==> config.mk <==
export PLATFORM = sky130hd
export DESIGN_NAME = dmie_exec
export DESIGN_NICKNAME = d
export VERILOG_FILES = /design/src/dmie_pkg.sv /design/src/dmie_exec.sv
export VERILOG_INCLUDE_DIRS = /design/src /design/src/src
export SDC_FILE = /design/constraint.sdc
export NUM_CORES = 1
export LEC_CHECK = 0
export ABC_AREA = 1
export BUFFER_PORTS_ARGS = -buffer_cell sky130_fd_sc_hd__buf_2
export CORE_MARGIN = 10
export CORE_UTILIZATION = 35
export CTS_CLUSTER_SIZE = 10
export DETAILED_ROUTE_END_ITERATION = 10
export PLACE_DENSITY = 0.66
export SYNTH_ARGS = -nofsm -noshare
export SYNTH_HDL_FRONTEND = slang
export SYNTH_SLANG_ARGS = --single-unit
==> constraint.sdc <==
create_clock -name clk -period 2.8 [get_ports clk]
set_input_delay 0.56 -clock clk [delete_from_list [all_inputs] [get_ports clk]]
set_output_delay 0.56 -clock clk [all_outputs]
set_load 0.05 [all_outputs]
==> src/dmie_regs.svh <==
`ifndef DMIE_REGS_SVH
`define DMIE_REGS_SVH

// Opcode patterns on the upper bits of a program word
`define DMIE_OPC_FF_FIRST 4'hc
`define DMIE_OPC_FF_SECOND 4'hf
`define DMIE_OPC_LOAD_BANK 8'h01
`define DMIE_OPC_LOAD_ACCUM 8'h0e
`define DMIE_OPC_STORE_ACCUM 7'h37

// Field positions within a program word
`define DMIE_NIB_MSB 15
`define DMIE_NIB_LSB 12
`define DMIE_BYTE_MSB 15
`define DMIE_BYTE_LSB 8
`define DMIE_STORE_OPC_LSB 9
`define DMIE_ACCESS_BIT 8
`define DMIE_FULL_ADDR_MSB 11

// Phases within one instruction cycle (one clock each)
`define DMIE_PH_Q1 2'h0
`define DMIE_PH_Q2 2'h1
`define DMIE_PH_Q3 2'h2
`define DMIE_PH_Q4 2'h3

// Data space layout
`define DMIE_ACCUM_ADDR 12'hfe8
`define DMIE_ACCESS_SPLIT 128
`define DMIE_ACCESS_HIGH_BANK 4'hf
`define DMIE_BANK_BITS 4

// Reset values
`define DMIE_ACCUM_RESET 8'h00
`define DMIE_BANK_RESET 8'h00

`endif

==> src/dmie_pkg.sv <==
package dmie_pkg;

  typedef enum logic [2:0] {
    DMIE_OP_NONE,
    DMIE_OP_FF_FIRST,
    DMIE_OP_FF_SECOND,
    DMIE_OP_LOAD_BANK,
    DMIE_OP_LOAD_ACCUM,
    DMIE_OP_STORE_ACCUM
  } dmie_op_t;

  typedef enum logic {
    DMIE_ST_IDLE,
    DMIE_ST_FF_DEST
  } dmie_state_t;

endpackage

==> src/dmie_exec.sv <==
`timescale 1ns/1ps
`include "dmie_regs.svh"


module dmie_exec #(
  parameter logic [11:0] ACCUM_ADDR = `DMIE_ACCUM_ADDR,
  parameter int ACCESS_SPLIT = `DMIE_ACCESS_SPLIT
) (
  // Clock and reset
  input wire logic clk,
  input wire logic rst_n,
  // Instruction fetch
  input wire logic [15:0] fetch_word,
  input wire logic fetch_valid,
  output logic fetch_ack,
  // Data memory, one cycle read latency
  output logic [11:0] mem_addr,
  output logic mem_rd,
  output logic mem_wr,
  output logic [7:0] mem_wdata,
  input wire logic [7:0] mem_rdata,
  // Core state
  output logic [7:0] accum,
  output logic [7:0] bank_select_register,
  output logic [1:0] phase,
  output logic move_pending
);
  import dmie_pkg::*;

  // The split is compared against an 8-bit file address, so one bank is the most it can mean
  if (ACCESS_SPLIT < 1 || ACCESS_SPLIT > 256) begin : g_split_check
    $error("ACCESS_SPLIT must lie in 1..256");
  end

  localparam logic [8:0] SPLIT9 = 9'(ACCESS_SPLIT);

  dmie_state_t st;
  dmie_op_t op;
  dmie_op_t next_op;
  logic [15:0] ir;
  logic cyc_ok;
  logic [7:0] move_data;

  function automatic dmie_op_t decode(input logic [15:0] w);
    dmie_op_t r;
    r = DMIE_OP_NONE;
    if (w[`DMIE_NIB_MSB:`DMIE_NIB_LSB] == `DMIE_OPC_FF_FIRST) begin
      r = DMIE_OP_FF_FIRST;
    end else if (w[`DMIE_BYTE_MSB:`DMIE_BYTE_LSB] == `DMIE_OPC_LOAD_BANK) begin
      r = DMIE_OP_LOAD_BANK;
    end else if (w[`DMIE_BYTE_MSB:`DMIE_BYTE_LSB] == `DMIE_OPC_LOAD_ACCUM) begin
      r = DMIE_OP_LOAD_ACCUM;
    end else if (w[`DMIE_BYTE_MSB:`DMIE_STORE_OPC_LSB] == `DMIE_OPC_STORE_ACCUM) begin
      r = DMIE_OP_STORE_ACCUM;
    end
    return r;
  endfunction

  // Low file addresses of the access bank sit in bank 0, the rest in the top bank
  function automatic logic [11:0] bank_addr(input logic acc, input logic [7:0] f,
                                            input logic [7:0] bank_sel);
    logic [11:0] r;
    if (acc) begin
      r = {bank_sel[`DMIE_BANK_BITS-1:0], f};
    end else if ({1'b0, f} < SPLIT9) begin
      r = {4'h0, f};
    end else begin
      r = {`DMIE_ACCESS_HIGH_BANK, f};
    end
    return r;
  endfunction

  // The accumulator is mapped into the data space; the move reaches it without a memory cycle
  function automatic logic is_accum(input logic [11:0] a);
    return a == ACCUM_ADDR;
  endfunction

  // A second word that lacks the 1111 prefix aborts the move rather than writing garbage
  always_comb begin
    next_op = DMIE_OP_NONE;
    if (fetch_valid) begin
      unique case (st)
        DMIE_ST_FF_DEST: begin
          if (fetch_word[`DMIE_NIB_MSB:`DMIE_NIB_LSB] == `DMIE_OPC_FF_SECOND) begin
            next_op = DMIE_OP_FF_SECOND;
          end
        end
        DMIE_ST_IDLE: begin
          next_op = decode(fetch_word);
        end
      endcase
    end
  end

  always_ff @(posedge clk or negedge rst_n) begin
    if (!rst_n) begin
      phase <= `DMIE_PH_Q1;
    end else begin
      phase <= phase + 2'h1;
    end
  end

  // Instruction register and cycle validity, captured at the end of Q1
  always_ff @(posedge clk or negedge rst_n) begin
    if (!rst_n) begin
      ir <= 16'h0000;
      op <= DMIE_OP_NONE;
      cyc_ok <= 1'b0;
    end else if (phase == `DMIE_PH_Q1) begin
      cyc_ok <= fetch_valid;
      op <= next_op;
      if (fetch_valid) begin
        ir <= fetch_word;
      end
    end
  end

  // A cycle without a fetched word is a stall: the move waits, which gives the third cycle
  always_ff @(posedge clk or negedge rst_n) begin
    if (!rst_n) begin
      st <= DMIE_ST_IDLE;
      move_pending <= 1'b0;
    end else if (phase == `DMIE_PH_Q4 && cyc_ok) begin
      unique case (st)
        DMIE_ST_IDLE: begin
          if (op == DMIE_OP_FF_FIRST) begin
            st <= DMIE_ST_FF_DEST;
            move_pending <= 1'b1;
          end
        end
        DMIE_ST_FF_DEST: begin
          // Completed or aborted, the move frees the fetch path after this cycle
          st <= DMIE_ST_IDLE;
          move_pending <= 1'b0;
        end
      endcase
    end
  end

  always_ff @(posedge clk or negedge rst_n) begin
    if (!rst_n) begin
      fetch_ack <= 1'b0;
    end else begin
      fetch_ack <= (phase == `DMIE_PH_Q3) && cyc_ok;
    end
  end

  // Memory strobes: read during Q2, write during Q4
  // Protected destinations are not filtered: software keeps the move away from them
  always_ff @(posedge clk or negedge rst_n) begin
    if (!rst_n) begin
      mem_addr <= 12'h000;
      mem_rd <= 1'b0;
      mem_wr <= 1'b0;
      mem_wdata <= 8'h00;
    end else begin
      mem_rd <= 1'b0;
      mem_wr <= 1'b0;
      if (phase == `DMIE_PH_Q1 && next_op == DMIE_OP_FF_FIRST &&
          !is_accum(fetch_word[`DMIE_FULL_ADDR_MSB:0])) begin
        mem_rd <= 1'b1;
        mem_addr <= fetch_word[`DMIE_FULL_ADDR_MSB:0];
      end else if (phase == `DMIE_PH_Q3 && op == DMIE_OP_STORE_ACCUM) begin
        mem_wr <= 1'b1;
        mem_addr <= bank_addr(ir[`DMIE_ACCESS_BIT], ir[7:0], bank_select_register);
        mem_wdata <= accum;
      end else if (phase == `DMIE_PH_Q3 && op == DMIE_OP_FF_SECOND &&
                   !is_accum(ir[`DMIE_FULL_ADDR_MSB:0])) begin
        mem_wr <= 1'b1;
        mem_addr <= ir[`DMIE_FULL_ADDR_MSB:0];
        mem_wdata <= move_data;
      end
    end
  end

  // Source byte: the accumulator itself, or the memory answer returned in Q3
  always_ff @(posedge clk or negedge rst_n) begin
    if (!rst_n) begin
      move_data <= 8'h00;
    end else if (phase == `DMIE_PH_Q3 && op == DMIE_OP_FF_FIRST) begin
      if (is_accum(ir[`DMIE_FULL_ADDR_MSB:0])) begin
        move_data <= accum;
      end else begin
        move_data <= mem_rdata;
      end
    end
  end

  // Accumulator written at the end of Q4; no status flag exists or changes here
  always_ff @(posedge clk or negedge rst_n) begin
    if (!rst_n) begin
      accum <= `DMIE_ACCUM_RESET;
    end else if (phase == `DMIE_PH_Q4) begin
      if (op == DMIE_OP_LOAD_ACCUM) begin
        accum <= ir[7:0];
      end else if (op == DMIE_OP_FF_SECOND && is_accum(ir[`DMIE_FULL_ADDR_MSB:0])) begin
        accum <= move_data;
      end
    end
  end

  always_ff @(posedge clk or negedge rst_n) begin
    if (!rst_n) begin
      bank_select_register <= `DMIE_BANK_RESET;
    end else if (phase == `DMIE_PH_Q4 && op == DMIE_OP_LOAD_BANK) begin
      bank_select_register <= ir[7:0];
    end
  end

endmodule

* Yosys cells after proc, flatten, opt, wreduce, memory -nomap -nowiden
Cells that the tools add are included.
Storage, ports and cells: bits in registers 67, input bits 27, output and inout bits 42
Operators by class: add/sub/neg operators 1, $lt $le $gt $ge 1, eq/ne operators 16, multiplexer cells 25, bitwise operators 2, reductions and logical operators 20
Operators by type and width (count):
- 12-bit two-way mux | 5
- 8-bit two-way mux | 5
- 12-bit == test, second input constant | 2
- 3-bit two-way mux | 5
- 1-bit logical AND | 10
- 4-bit == test, second input constant | 2
- 8-bit by 1-bit == test with 1-bit output, second input constant | 1
- 8-bit by 4-bit == test with 1-bit output, second input constant | 1
- 8-bit less-than comparator, second input constant | 1
- 2-bit AND reduction | 4
- 7-bit by 6-bit == test with 1-bit output, second input constant | 1
- 3-bit by 1-bit == test with 1-bit output, second input constant | 2
- 3-bit by 2-bit == test with 1-bit output, second input constant | 2
- 3-bit == test, second input constant | 2
- 1-bit two-way mux | 6
- 3-bit case mux with 2 select lines | 1
- 2-bit == test, second input constant | 2
- 1-bit case mux with 2 select lines | 2
- 2-bit nonzero test | 2
- 3-bit nonzero test | 1
- 2-bit by 1-bit adder with 2-bit output, second input constant | 1
- 1-bit logical NOT | 2
- 2-bit logical NOT | 1
- 2-bit two-way mux | 1
- other kinds (2) | 3

* Longest topological paths before layout
depth in word-level cells 12, depth in mapped cells 10, depth with buffers taken out 10

* Worst setup path before layout
OpenSTA, ideal clock, no wires.
kind register -> register, from register phase[0], to register mem_addr[0], arrival time 1712 ps, data required time 2673 ps, path slack 962 ps, cell stages (with the launch flop) 10, path buffers 1, clock period less this slack 1838 ps, cell sequence dfrtp_1 > inv_1 > ha_1 > nand3_1 > inv_1 > a21oi_4 > inv_2 > buf_6 > nand3_1 > nand3_1
Between the ends: word-level cells in the longest chain between the ends 4, elaborated cells on any way between the ends 10, those cells by class eq/ne: 1; mux: 2; reduce/logical: 7
Ends and longest elaborated chain:
- from (decl) | line dmie_exec.sv:25 | output logic [1:0] phase,
- from (signal assigned) | line dmie_exec.sv:97 | phase <= `DMIE_PH_Q1;
- from (signal assigned) | line dmie_exec.sv:99 | phase <= phase + 2'h1;
- 2-bit == test (no line) / 2-bit logical NOT (equally long branches)
- 1-bit logical AND (on tied branches) | line dmie_exec.sv:163, dmie_exec.sv:159, dmie_exec.sv:167
- 12-bit two-way mux (tied with other cells) | line dmie_exec.sv:163 | end else if (phase == `DMIE_PH_Q3 && op == DMIE_OP_STORE_ACCUM) begin
- 12-bit two-way mux / 3-bit nonzero test (equally long branches)
- to (signal assigned) | line dmie_exec.sv:162 | mem_addr <= fetch_word[`DMIE_FULL_ADDR_MSB:0];
- to (signal assigned) | line dmie_exec.sv:165 | mem_addr <= bank_addr(ir[`DMIE_ACCESS_BIT], ir[7:0], bank_select_register);
- to (signal assigned) | line dmie_exec.sv:170 | mem_addr <= ir[`DMIE_FULL_ADDR_MSB:0];
- to (decl) | line dmie_exec.sv:17 | output logic [11:0] mem_addr,
Parallel ways exist; a longest one is shown, timed or not. A chain may end at the register's enable or synchronous reset.

* Worst setup path after layout
from register phase[0], to register mem_wdata[2]
Between the ends: word-level cells in the longest chain between the ends 5, elaborated cells on any way between the ends 11, those cells by class eq/ne: 1; mux: 1; bitwise: 1; reduce/logical: 8
Ends and longest elaborated chain:
- 2-bit == test (no line) / 2-bit logical NOT (equally long branches)
- 1-bit logical AND (on tied branches) (2 in series) | line dmie_exec.sv:167, dmie_exec.sv:159
- 2-bit nonzero test (no line) / 1-bit NOT (equally long branches)
- 2-bit AND reduction (no line)
- to (signal assigned) | line dmie_exec.sv:166 | mem_wdata <= accum;
- to (signal assigned) | line dmie_exec.sv:171 | mem_wdata <= move_data;
- to (decl) | line dmie_exec.sv:20 | output logic [7:0] mem_wdata,
Parallel ways exist; a longest one is shown, timed or not.

==> reports/qor.yml <==
clock_tree:
  cts_resized: 0
  holdBufCountCts: 0
  post_cts_buffers: 0
  cts_max_level: 3
  cts.sinks: 67
  clockRootBuffer: "clkbuf_8"
  cts_max_path_buffers: 2
  clk_transition_reported_paths_ns: 0.07
  clock_latency_ns: 0.35
  cts_tree: "built"
  numCtsBuffers: 9
timing:
  tightest_slew_ns: 0.846
  rsz0062_at_grt: "no"
  tns_ns: 0
  finalHoldViolCount: 0
  min_period_ns: 2.14
  post-route-period-util: 0.763
  fmax_mhz: 468
  slew_headroom: 0.436
  setup_viol: 0
  clock_skew_ns: 0.00894
  slew_violations: 0
critical_path:
  regToRegEndpoint: "mem_wdata[2]"
  slowest_stage: "dfrtp_1"
  end_kind: "flop"
  crit_fanout: 21
  r2r_cells: 10
  required_ns: 3.04
  cpPeakStageDelay_ns: 0.40
  reg2reg_from: "phase[0]"
  endpoint: "mem_wdata[2]"
  reg2reg_slack_ns: 0.66
  crit_chain: "inv_1 -> ha_1 -> nand3_1 -> buf_4 -> inv_1 -> a21oi_4 -> inv_2 -> nand2_2 -> nand2_1 -> nand2_1"
  startpoint: "phase[0]"
  crit_arrival_ns: 2.37
  path_class: "reg -> reg"
  start_kind: "flop"
routing:
  drc: 0
  avgRoutedWirePerCell_um: 15.3
  num_vias: 3042
  viasPerCell: 5.10
  totalWireLength_um: 9120
  drt_iter0_markers: 253
  detail-route-antenna-nets: 0
  drt_pass1_iterations: 4
placed_design:
  gp_congestion: 0.865
  dp_hpwl_um: 6880
  port_buffers: 68
  dp.cells: 582
  dpl_cell_area_um2: 3720
die:
  die_w_um: 117
  dieHeight_um: 117
  num_rows: 35
  start_util: 0.358
  boundaryPins: 69
  core_area_um2: 9200
  dieArea_um2: 13700
yosys:
  synth-seq-cells: 67
  syn_inst: 414
  synth.yosys.seq_area_share: 0.509
  avgSynthCellArea_um2: 7.95
  yosysWarnings: 0
  synthesis.nets: 444
  yosysUniqueCellTypes: 24
  synth_area_um2: 3290
cells_and_area:
  final_nets: 512
  drive_gt1_frac: 0.212
  antenna_cells: 0
  syn2layout_area_growth_pct: 18.4
  fin_cells: 597
  final_area_um2: 3900
power:
  ir_drop_v: 0.000213
  power.leakage_nw: 2.11
  p_per_area_nw_per_um2: 595
  fin_total_pwr_mw: 2.32
global_route:
  grt_pass1_vias: 3015
  grt-ovfl-total: 0
  grt_max_degree: 68
  track_usage: 0.138
  grt_antenna_before_repair: 0
  grt_pass1_wl_um: 14900
min_path:
  hold_path_class: "in -> async"
job:
  maxCapViolations: 0
run_status:
  status: "completed"
[where the power goes]
part	total, mW	switching [mW]	internal, mW
Combinational	0.457	0.343	0.115
Clock	0.743	0.357	0.387
Sequential	1.12	0.0652	1.05
[synth_stat cells, drive strengths merged]
library cell,instances,area share
and2,1,0.0019
ha,3,0.011
clkbuf,7,0.0080
nand4,14,0.027
nor2,34,0.039
nor3,1,0.0015
o21ai,33,0.059
o22ai,1,0.0019
dfrtp,67,0.51
buf,11,0.024
nand3,61,0.094
nor4,1,0.0019
inv,40,0.046
nand2,119,0.14
a21oi,13,0.024
a31oi,8,0.015
[cells by family after synthesis]
kind of cell | after synthesis | share of synthesized area
flops | 67 | 0.509
fa+ha+maj | 3 | 0.0114
buf+inv | 58 | 0.0775
simple gates | 231 | 0.301
compound gates | 55 | 0.101
[worst min-delay path by stage]
stage | to | depth (start not counted) | from
after CTS | move_data[5] | 2 | rst_n
final | move_data[5] | 2 | rst_n
after global routing | move_data[1] | 3 | mem_rdata[1]
after global placement | move_pending | 1 | st
after detailed placement | move_pending | 1 | st
after floorplan | accum[0] | 0 | rst_n
[sequential cells by signal (all words and copies together), names as in the netlist]
name	cells
ir	12
mem_addr	12
accum	8
bank_select_register	8
mem_wdata	8
move_data	8
op	3
phase	2
cyc_ok	1
fetch_ack	1
mem_rd	1
mem_wr	1
move_pending	1
st	1
[cell usage in the layout, fill, tap and decap left out, drive strengths merged]
cell type  count
a21oi         13
a31oi          8
and2           1
buf           75
clkbuf        13
clkinv         2
dfrtp         67
ha             3
inv           40
nand2        119
nand3         61
nand4         14
nor2          34
nor3           1
nor4           1
o21ai         33
o22ai          1
[stage by stage]
stage / util / worst slack [ns] / hold slack (ns)
3_3_place_gp: 0.404 / 0.562 / 0.429
2_1_floorplan: - / 0.962 / 0.264
4_1_cts: 0.424 / 0.663 / 0.435
6_report: 0.424 / 0.664 / 0.390
3_5_place_dp: 0.404 / 0.500 / 0.433
5_1_grt: 0.424 / 0.475 / 0.475
[critical path: cells and delay by family (launching register included)]
family	cells	cell delay (ns)
flip-flops	1	0.40
buffers and inverters	4	0.93
adder cells (fa/ha/maj)	1	0.20
AND/OR/NAND/NOR	4	0.42
AO/OA/AOI/OAI	1	0.06
[final cells by class]
class	instances	area, um2
well taps	111	139
multi-input cells	289	1360
fillers	932	5300
clock buffers	13	169
flip-flops and latches	67	1680
clock inverters	2	10.0
inverters	40	150
repair buffers	75	393
[metal layers]
metal	share of wire	up-vias	global-route usage
met3	0.063	17	0.0331
met1	0.46	1443	0.177
met4	0.023	0	0.0659
li1	-	1492	-
met2	0.46	90	0.214
met5	0	-	0
No activity file was read; power rests on OpenSTA's default activity.
